[src/bank_switch_pkg.sv]
// Constants for the external bus bank-switch control block
`default_nettype none
package bank_switch_pkg;
    localparam logic [15:0] BANK_SWITCH_CONTROL_ADDR = 16'h0029;
    localparam logic [15:0] BANK_SWITCH_CONTROL_RESET = 16'hF800;
    localparam logic [15:0] BANK_SWITCH_CONTROL_WMASK = 16'hF807;
    localparam int          BANK_CMP_HI  = 15;
    localparam int          BANK_CMP_LO  = 12;
    localparam int          READ_GAP_BIT = 11;
    localparam int          HOST_HOLD_BIT = 2;
    localparam int          DATA_HOLD_BIT = 1;
    localparam int          BUS_OFF_BIT  = 0;
    localparam int          IO_ADDR_W    = 16;
    localparam int          DATA_W       = 16;
    localparam int          HOST_W       = 8;
    typedef enum logic [1:0] {
        SPACE_PROG,
        SPACE_DATA,
        SPACE_IO
    } space_e;
endpackage : bank_switch_pkg
`default_nettype wire

[src/bank_switch_bus_control.sv]
// External bus control: bank-switch idle cycles, bus holders, bus-off, I/O strobe
`default_nettype none
module bank_switch_bus_control
    import bank_switch_pkg::*;
(
    input  wire logic                 clk_sys,
    input  wire logic                 reset,
    // Memory-mapped register port
    input  wire logic                 reg_write,
    input  wire logic [15:0]          reg_addr,
    input  wire logic [15:0]          reg_wdata,
    output logic      [15:0]          reg_rdata,
    // Core access request
    input  wire logic                 req_valid,
    input  wire logic [1:0]           req_space,
    input  wire logic                 req_write,
    input  wire logic [15:0]          req_addr,
    input  wire logic [DATA_W-1:0]    req_wdata,
    output logic                      req_ready,
    output logic      [DATA_W-1:0]    req_rdata,
    output logic                      req_done,
    // Mode bit change requests from core
    input  wire logic                 mode_write,
    input  wire logic [3:0]           mode_wdata,
    output logic      [3:0]           mode_bits,
    output logic                      mode_blocked,
    // External parallel bus
    output logic      [15:0]          ext_addr,
    output logic      [DATA_W-1:0]    ext_data_out,
    output logic                      ext_data_oe,
    input  wire logic [DATA_W-1:0]    ext_data_in,
    output logic                      prog_strobe_n,
    output logic                      data_strobe_n,
    output logic                      io_space_strobe_n,
    output logic                      ext_read_write,
    output logic                      ext_bus_idle,
    // Host data bus holder
    input  wire logic [HOST_W-1:0]    host_data_bus_in,
    input  wire logic                 host_data_driven,
    output logic      [HOST_W-1:0]    host_data_bus_out,
    output logic                      host_data_bus_oe,
    // Data bus holder input qualifier
    input  wire logic                 ext_data_driven
);

    typedef enum logic [1:0] {
        ST_IDLE,
        ST_GAP,
        ST_ACCESS
    } bus_state_e;

    logic [15:0]       bank_switch_control;
    bus_state_e        state;
    logic [3:0]        prev_prog_bank;
    logic [3:0]        prev_data_bank;
    logic              prev_valid;
    logic [1:0]        prev_space;
    logic              prev_read;
    logic [1:0]        cur_space;
    logic              cur_write;
    logic [15:0]       cur_addr;
    logic [DATA_W-1:0] cur_wdata;
    logic [DATA_W-1:0] data_sync1;
    logic [DATA_W-1:0] data_sync2;
    logic              data_drv1;
    logic              data_drv2;
    logic [HOST_W-1:0] host_sync1;
    logic [HOST_W-1:0] host_sync2;
    logic              host_drv1;
    logic              host_drv2;
    logic [DATA_W-1:0] data_held;
    logic [HOST_W-1:0] host_held;

    logic [3:0] bank_mask;
    logic       bus_off;
    logic [3:0] new_bank;
    logic       bank_change;
    logic       space_cross;
    logic       read_gap;
    logic       need_gap;
    logic       data_hold_en;

    assign bank_mask = bank_switch_control[BANK_CMP_HI:BANK_CMP_LO];
    assign bus_off   = bank_switch_control[BUS_OFF_BIT];
    // Fewer mask bits give larger banks; history kept raw, masked at compare
    assign new_bank  = req_addr[15:12] & bank_mask;

    assign bank_change = prev_valid && (req_space == SPACE_PROG
                         ? new_bank != (prev_prog_bank & bank_mask)
                         : req_space == SPACE_DATA
                           && new_bank != (prev_data_bank & bank_mask));

    assign space_cross = prev_valid && prev_space == SPACE_DATA
                         && req_space == SPACE_PROG;
    assign read_gap    = bank_switch_control[READ_GAP_BIT] && prev_valid && prev_read
                         && !req_write
                         && ((prev_space == SPACE_PROG && req_space == SPACE_DATA)
                         || (prev_space == SPACE_DATA && req_space == SPACE_PROG));
    assign need_gap    = bank_change || space_cross || read_gap;
    assign data_hold_en = bank_switch_control[DATA_HOLD_BIT] && !data_drv2;

    // Register: reserved bits keep reset zero and read back as zero
    always_ff @(posedge clk_sys)
    begin
        if (reset)
        begin
            bank_switch_control <= BANK_SWITCH_CONTROL_RESET;
        end
        else if (reg_write && reg_addr == BANK_SWITCH_CONTROL_ADDR)
        begin
            bank_switch_control <= reg_wdata & BANK_SWITCH_CONTROL_WMASK;
        end
    end

    always_ff @(posedge clk_sys)
    begin
        if (reset)
        begin
            reg_rdata <= 16'h0000;
        end
        else
        begin
            reg_rdata <= (reg_addr == BANK_SWITCH_CONTROL_ADDR)
                         ? bank_switch_control : 16'h0000;
        end
    end

    // Mode bits: ROM-in-data, micro mode, overlay, hold mode
    always_ff @(posedge clk_sys)
    begin
        if (reset)
        begin
            mode_bits    <= 4'h0;
            mode_blocked <= 1'b0;
        end
        else
        begin
            mode_blocked <= mode_write && bus_off;
            if (mode_write && !bus_off)
            begin
                mode_bits <= mode_wdata;
            end
        end
    end

    // Bus sequencer: a request is held off while bus-off is set
    always_ff @(posedge clk_sys)
    begin
        if (reset)
        begin
            state      <= ST_IDLE;
            cur_space  <= SPACE_PROG;
            cur_write  <= 1'b0;
            cur_addr   <= 16'h0000;
            cur_wdata  <= '0;
            req_ready  <= 1'b0;
            req_done   <= 1'b0;
            req_rdata  <= '0;
            prev_valid <= 1'b0;
            prev_space <= SPACE_PROG;
            prev_read  <= 1'b0;
            prev_prog_bank <= 4'h0;
            prev_data_bank <= 4'h0;
        end
        else
        begin
            req_ready <= 1'b0;
            req_done  <= 1'b0;
            unique case (state)
                ST_IDLE:
                begin
                    if (req_valid && !bus_off && !req_ready)
                    begin
                        req_ready <= 1'b1;
                        cur_space <= req_space;
                        cur_write <= req_write;
                        cur_addr  <= req_addr;
                        cur_wdata <= req_wdata;
                        prev_valid <= 1'b1;
                        prev_space <= req_space;
                        prev_read  <= !req_write;
                        if (req_space == SPACE_PROG)
                        begin
                            prev_prog_bank <= req_addr[15:12];
                        end
                        if (req_space == SPACE_DATA)
                        begin
                            prev_data_bank <= req_addr[15:12];
                        end
                        state <= need_gap ? ST_GAP : ST_ACCESS;
                    end
                end
                ST_GAP:
                begin
                    state <= ST_ACCESS;
                end
                ST_ACCESS:
                begin
                    // Cycle in progress always completes even if bus-off was set
                    req_done  <= 1'b1;
                    req_rdata <= ext_data_in;
                    state     <= ST_IDLE;
                end
                default:
                begin
                    state <= ST_IDLE;
                end
            endcase
        end
    end

    // External pins inactive outside an access cycle, save the data holder
    always_ff @(posedge clk_sys)
    begin
        if (reset)
        begin
            ext_addr          <= 16'h0000;
            ext_data_out      <= '0;
            ext_data_oe       <= 1'b0;
            prog_strobe_n     <= 1'b1;
            data_strobe_n     <= 1'b1;
            io_space_strobe_n <= 1'b1;
            ext_read_write    <= 1'b1;
            ext_bus_idle      <= 1'b1;
        end
        else if (state == ST_GAP || (state == ST_IDLE && !(req_valid && !bus_off
                 && !req_ready && !need_gap)))
        begin
            prog_strobe_n     <= 1'b1;
            data_strobe_n     <= 1'b1;
            io_space_strobe_n <= 1'b1;
            ext_read_write    <= 1'b1;
            ext_data_oe       <= state == ST_IDLE ? data_hold_en : ext_data_oe;
            ext_data_out      <= data_hold_en ? data_held : ext_data_out;
            ext_bus_idle      <= 1'b1;
            if (bus_off && state == ST_IDLE)
            begin
                ext_addr     <= 16'h0000;
                ext_data_out <= data_hold_en ? data_held : '0;
            end
            if (state == ST_GAP)
            begin
                ext_addr       <= cur_addr;
                ext_data_out   <= cur_wdata;
                ext_data_oe    <= cur_write;
                ext_read_write <= !cur_write;
                ext_bus_idle   <= 1'b0;
                prog_strobe_n  <= !(cur_space == SPACE_PROG);
                data_strobe_n  <= !(cur_space == SPACE_DATA);
                io_space_strobe_n <= !(cur_space == SPACE_IO);
            end
        end
        else if (state == ST_IDLE)
        begin
            ext_addr          <= req_addr;
            ext_data_out      <= req_wdata;
            ext_data_oe       <= req_write;
            ext_read_write    <= !req_write;
            ext_bus_idle      <= 1'b0;
            prog_strobe_n     <= !(req_space == SPACE_PROG);
            data_strobe_n     <= !(req_space == SPACE_DATA);
            io_space_strobe_n <= !(req_space == SPACE_IO);
        end
        else
        begin
            prog_strobe_n     <= 1'b1;
            data_strobe_n     <= 1'b1;
            io_space_strobe_n <= 1'b1;
            ext_read_write    <= 1'b1;
            ext_data_oe       <= 1'b0;
            ext_bus_idle      <= 1'b1;
        end
    end

    // Pad synchronisers for the holders
    always_ff @(posedge clk_sys)
    begin
        data_sync1 <= ext_data_in;
        data_sync2 <= data_sync1;
        data_drv1  <= ext_data_driven;
        data_drv2  <= data_drv1;
        host_sync1 <= host_data_bus_in;
        host_sync2 <= host_sync1;
        host_drv1  <= host_data_driven;
        host_drv2  <= host_drv1;
    end

    // Holders track the last driven level; synchroniser delay is the trade-off
    always_ff @(posedge clk_sys)
    begin
        if (reset)
        begin
            data_held <= '0;
            host_held <= '0;
        end
        else
        begin
            if (data_drv2)
            begin
                data_held <= data_sync2;
            end
            if (host_drv2)
            begin
                host_held <= host_sync2;
            end
        end
    end

    always_ff @(posedge clk_sys)
    begin
        if (reset)
        begin
            host_data_bus_out <= '0;
            host_data_bus_oe  <= 1'b0;
        end
        else
        begin
            host_data_bus_out <= host_held;
            host_data_bus_oe  <= bank_switch_control[HOST_HOLD_BIT] && !host_drv2;
        end
    end

endmodule : bank_switch_bus_control
`default_nettype wire

[config.mk]
export PLATFORM = sky130hd
export DESIGN_NAME = bank_switch_bus_control
export DESIGN_NICKNAME = d
export VERILOG_FILES = /design/src/bank_switch_pkg.sv /design/src/bank_switch_bus_control.sv
export SDC_FILE = /design/constraint.sdc
export NUM_CORES = 1
export LEC_CHECK = 0
export BUFFER_PORTS_ARGS = -buffer_cell sky130_fd_sc_hd__buf_2
export CAP_MARGIN = 15
export CORE_UTILIZATION = 54
export CTS_BUF_LIST = sky130_fd_sc_hd__clkbuf_8
export CTS_CLUSTER_SIZE = 20
export DETAILED_ROUTE_END_ITERATION = 8
export HOLD_SLACK_MARGIN = 0.02
export PLACE_DENSITY = 0.81
export SYNTH_ARGS = -nofsm -noshare
export SYNTH_HDL_FRONTEND = slang
export SYNTH_SLANG_ARGS = --single-unit
[constraint.sdc]
create_clock -name clk_sys -period 2.85 [get_ports clk_sys]
set_input_delay 0.1425 -clock clk_sys [delete_from_list [all_inputs] [get_ports clk_sys]]
set_output_delay 0.1425 -clock clk_sys [all_outputs]
set_load 0.005 [all_outputs]
# Word-level counts from Yosys, hierarchy flattened
# Cells that the tools add are included.
totals:
  register_bits: 209
  inputBits: 102
  output_inout_bits: 86
  word_cells: 138
op_classes:
  eq_ne: 13
  mux: 35
  bitwise: 5
  reduce_logical: 49
op_table:
  columns: ["op", "n"]
  rows:
  - ["$mux 16", 10]
  - ["$mux 1", 22]
  - ["$logic_and 1x1->1", 20]
  - ["$eq 16x6->1 const B", 1]
  - ["$logic_not 1->1", 14]
  - ["$and 4x4->4", 3]
  - ["$ne 4x4->1", 2]
  - ["$eq 2x1->1 const B", 3]
  - ["$eq 2x2->1 const B", 3]
  - ["$logic_not 2->1", 3]
  - ["$ne 3x1->1 const B", 2]
  - ["$reduce_and 2->1", 3]
  - ["$reduce_and 3->1", 2]
  - ["$logic_or 1x1->1", 4]
  - ["$mux 2", 2]
  - ["$ne 4x2->1 const B", 1]
  - ["$pmux 2 s2", 1]
  - ["$reduce_or 2->1", 2]
  - ["$ne 2x2->1 const B", 1]
  - ["$not 1->1", 2]
  - ["$reduce_bool 2->1", 1]

# Longest topological paths before layout
depth:
  depth_word: 14
  depth_mapped: 9
  mapped_depth_nobuf: 6

# Worst setup path before layout
# Ideal clock, no wire load.
synth_timing:
  path_type: "reg2reg"
  startpoint: "register bank_switch_control[0]"
  endpoint: "register ext_addr[14]"
  arrival_ns: 2.082
  required_time_ns: 2.718
  path_slack_ns: 0.636
  stages_incl_launch_ff: 7
  n_path_buf: 1
  cell_sequence: "dfxtp_1 > or3b_2 > or3_1 > o32a_1 > buf_2 > a221oi_1 > nor3_1"
synth_via:
  elab_chain_cells: 9
synth_lines:
  columns: ["element", "line_no", "text"]
  rows:
  - ["start: declaration", "bank_switch_bus_control.sv:52", "logic [15:0] bank_switch_control;"]
  - ["start signal: assignment", "bank_switch_bus_control.sv:111", "bank_switch_control <= reg_wdata & BANK_SWITCH_CONTROL_WMASK;"]
  - ["$logic_not 1->1", "bank_switch_bus_control.sv:226", "else if (state == ST_GAP || (state == ST_IDLE && !(req_valid && !bus_off"]
  - ["$logic_and 1x1->1", "bank_switch_bus_control.sv:226", null]
  - ["$logic_and 1x1->1 (2 in a row)", "bank_switch_bus_control.sv:227", "&& !req_ready && !need_gap)))"]
  - ["$logic_not 1->1", "bank_switch_bus_control.sv:226", null]
  - ["$logic_and 1x1->1", "bank_switch_bus_control.sv:226", null]
  - ["$logic_or 1x1->1", "bank_switch_bus_control.sv:226", null]
  - ["$ne 3x1->1 (no source line) or $reduce_bool 2->1 (tied branches)", null, null]
  - ["$reduce_and 2->1 (no source line)", null, null]
  - ["end signal: assignment", "bank_switch_bus_control.sv:243", "ext_addr <= cur_addr;"]
  - ["end signal: assignment", "bank_switch_bus_control.sv:255", "ext_addr <= req_addr;"]
  - ["end: declaration", "bank_switch_bus_control.sv:28", "output logic [15:0] ext_addr,"]
# Several ways; a longest one is shown, not always the timed one.
# A chain may end at the register's enable or synchronous reset.

# Worst setup path in the final report
layout_timing:
  startpoint: "register req_ready"
  endpoint: "register cur_wdata[0]"
layout_via:
  elab_chain_cells: 3
layout_lines:
  columns: ["element", "line_no", "text"]
  rows:
  - ["start: declaration", "bank_switch_bus_control.sv:19", "output logic req_ready,"]
  - ["start signal: assignment", "bank_switch_bus_control.sv:156", "req_ready <= 1'b0;"]
  - ["start signal: assignment", "bank_switch_bus_control.sv:167", "req_ready <= 1'b0;"]
  - ["start signal: assignment", "bank_switch_bus_control.sv:174", "req_ready <= 1'b1;"]
  - ["$logic_not 1->1", "bank_switch_bus_control.sv:172", "if (req_valid && !bus_off && !req_ready)"]
  - ["$logic_and 1x1->1", "bank_switch_bus_control.sv:172", null]
  - ["$reduce_and 2->1 (no source line)", null, null]
  - ["end signal: assignment", "bank_switch_bus_control.sv:178", "cur_wdata <= req_wdata;"]
  - ["end: declaration", "bank_switch_bus_control.sv:62", "logic [DATA_W-1:0] cur_wdata;"]
# Every way passes these cells.

==> run metrics <==
Worst slew margin 48.9%; Least-Margin Pin Slew 767 ps; final instance area 0.00969 mm^2; # setup viols final 0; initial DRC count 536; vias per cell 5.22; Critical Path End cur_wdata[0]; crit path buf inv count 2; synthesized area per cell 9.66 um^2; FP Rows 41; chip height 118 um; CP max stage delay 660 ps; post-CTS resize count 0; GR Util met3 under 10%; DIE AREA about 0.014 mm^2; startpoint types register; DR pass1 iterations 7; WL/cell 15.1 um; Switch Pwr roughly 0.0016 W; post-synth top area cell dfxtp_1; largest net degree at the start of global routing 64; status completed; most common flop cell mapped by yosys dfxtp_1; pwr dens 674 mW/mm^2; met2 GRT Util 43.2%; delay-heaviest family, CP simple AND/OR/NAND/NOR gates; Achievable Freq 372 MHz; number of buffers created by CTS 34; share of layout cells above drive strength 1 about 24%; min-delay worst type input port to register; clk_skew 31.9 ps; Setup CP Type register to register; Hold Crit Depth 3; first-pass GRT wire length 29.4 mm; Clk pwr share between 30% and 40%; Clock Path Buffers 3; IO Count 188; max cap viols 0; overall global routing resource usage 26.1%; count of input and output buffers roughly 170; PnR Total Power 0.00653 W; synth-to-layout area growth 34.3%; Seq pwr share 48.8%; period utilization roughly 94%; mapped cell area 0.00722 mm^2; CTS clk-pin slew, worst paths 60 ps; crit path cell chain or3b_2 -> or3_1 -> buf_4 -> nand2_1 -> a21oi_1 -> dlygate4sd3_1; Starting Density 56.3%; GRT overflow 0; Worst-Skew Late Latency 510 ps; CTS HTree Levels 2; Final #Nets 1104; R2R depth 6; sw frac between 20% and 30%; Slowest cell on crit path or3_1; Pint 0.00491 W; placed inst area about 0.008 mm^2; Lkg Pwr 4.38 nW; Antenna Nets Post-Route 0; Worst setup startpoint req_ready; Data arrival, critical path 3080 ps; unrepaired setup endpoints after global routing false; RR Endpoint cur_wdata[0]; Post-synth EDFFs 0; Worst R2R Start req_ready; most frequent cells in the layout dfxtp_1, buf_2, nand2_1; Comb power frac a little under an eighth; Max Slew Vio Count 0; worst endpoint required time 3240 ps; Final min period about 2700 ps; CTS tree yes; Final Wtd Congestion 0.777; reg-to-reg slack, setup about 160 ps; number of global-route vias before repair between 6000 and 7000; maximum VDD drop 0.000581 V; Cells after Synth 747; min-delay src reg_write; Root Buffer clkbuf_8; ys async rst share 0%; Critical Path End Type register; share of the synthesized area in the top cell type between 50% and 60%; most used routing layer met2; ANT cells 0; YS warnings 0; Std-Cell Core Area 0.0128 mm^2; antenna violations before repair 0; Die Wd 118 um; met1 usage between 30% and 40%; Routed WL about 18 mm; Filler Cells Inserted 928; largest cells by area after synthesis dfxtp_1, nand2_1, a21oi_1; most common cell after layout, fill and taps aside dfxtp_1; sequential share of the synthesized area between 50% and 60%; count of cell types in the netlist 54; CP max FO 20; synthesis-stage register bit count 209; Worst path depth 6; fin util 75.6%; DPL Wire Length about 11 mm; DRC viols 0; via count 6253; clk sinks ~210; Fin. Hold Viols 0; setup TNS 0 ps
[how the worst min path moves through the flow]
stage                                   end  slack, ps
global placement              host_sync1[5]        250
global route        bank_switch_control[11]         70
CTS                 bank_switch_control[11]         20
floorplan                         data_drv1        170
finish              bank_switch_control[11]         70
detailed placement            host_sync1[5]        250
[through the flow]
step / setup slack (ps) / hold slack, ps / instances
6_report: 159 / 70.6 / 1198
4_1_cts: 196 / 23.5 / 1198
5_1_grt: 94.3 / 68.1 / 1198
3_3_place_gp: 439 / 245 / 1054
3_5_place_dp: 423 / 246 / 1054
2_1_floorplan: 636 / 170 / 754
[power groups by stage]
stage	logic, W	registers [W]	clock network (W)
2_1_floorplan	0.000406	0.00323	0
3_3_place_gp	0.000628	0.00324	0
3_5_place_dp	0.000640	0.00325	0
4_1_cts	0.000727	0.00318	0.00264
5_1_grt	0.000811	0.00321	0.00280
6_report	0.000742	0.00319	0.00260
[cell usage after synthesis (4+ instances only)]
| library cell | count |
|---|---|
| nor3_1 | 18 |
| dfxtp_1 | 209 |
| nand2_1 | 133 |
| xor2_1 | 9 |
| a32o_1 | 16 |
| clkbuf_2 | 4 |
| nand3_1 | 8 |
| buf_4 | 9 |
| buf_2 | 5 |
| nor2_1 | 74 |
| clkbuf_1 | 36 |
| or2b_1 | 4 |
| a221oi_1 | 14 |
| o21ai_0 | 17 |
| mux2i_1 | 32 |
| nor2b_1 | 12 |
| and2_1 | 7 |
| a21oi_1 | 64 |
| nand2b_1 | 18 |
| and3_1 | 5 |
| a211o_1 | 6 |
[routing by layer]
| layer | routed length, um | vias to the layer above |
|---|---|---|
| li1 | - | 3035 |
| met1 | 7710 | 2936 |
| met2 | 8700 | 244 |
| met3 | 1260 | 38 |
| met4 | 397 | 0 |
| met5 | 0 | - |
[tightest hold or removal path, delay by kind of cell]
kind / cells / cell delay [ps]
AND/OR/NAND/NOR: 1 / 170
buffers and inverters: 1 / 120
AO/OA/AOI/OAI: 1 / 90
[kinds of logic (layout without fill, tap and decap cells)]
kind of cell              count (synthesis)  count (layout)  synth area share [%]
AOI/OAI and AO/OA                       133             133                  13.2
xor gates and xnor gates                  9               9                  1.09
buffers and inverters                    62             334                  4.21
DFF                                     209             209                  58.0
muxes                                    33              33                  4.59
other                                     1               8                0.0520
and+or+nand+nor                         300             300                  18.9
[state kept, by name (all words and copies together), names as in the netlist, 2 cells and up]
register             count
bank_switch_control      8
cur_addr                16
cur_space                2
cur_wdata               16
data_held               16
data_sync1              16
data_sync2              16
ext_addr                16
ext_data_out            16
host_data_bus_out        8
host_held                8
host_sync1               8
host_sync2               8
mode_bits                4
prev_data_bank           4
prev_prog_bank           4
reg_rdata                8
req_rdata               16
state                    2
[cell type report]
cell class	instances	area, um^2	area share, %
sequential	209	4180	43.2
multi-input combinational	483	2760	28.5
timing repair buffer	271	1820	18.8
clock buffer	43	592	6.11
tap	172	215	2.22
clock inverter	17	109	1.12
inverter	3	11.3	0.116
[repair_timing]
item | CTS | global route
hold buffers | 84 | 0
buffers inserted | 0 | 0
endpoints found under the hold margin | 140 | 0
Note: power is estimated with default switching activity, not from simulation.
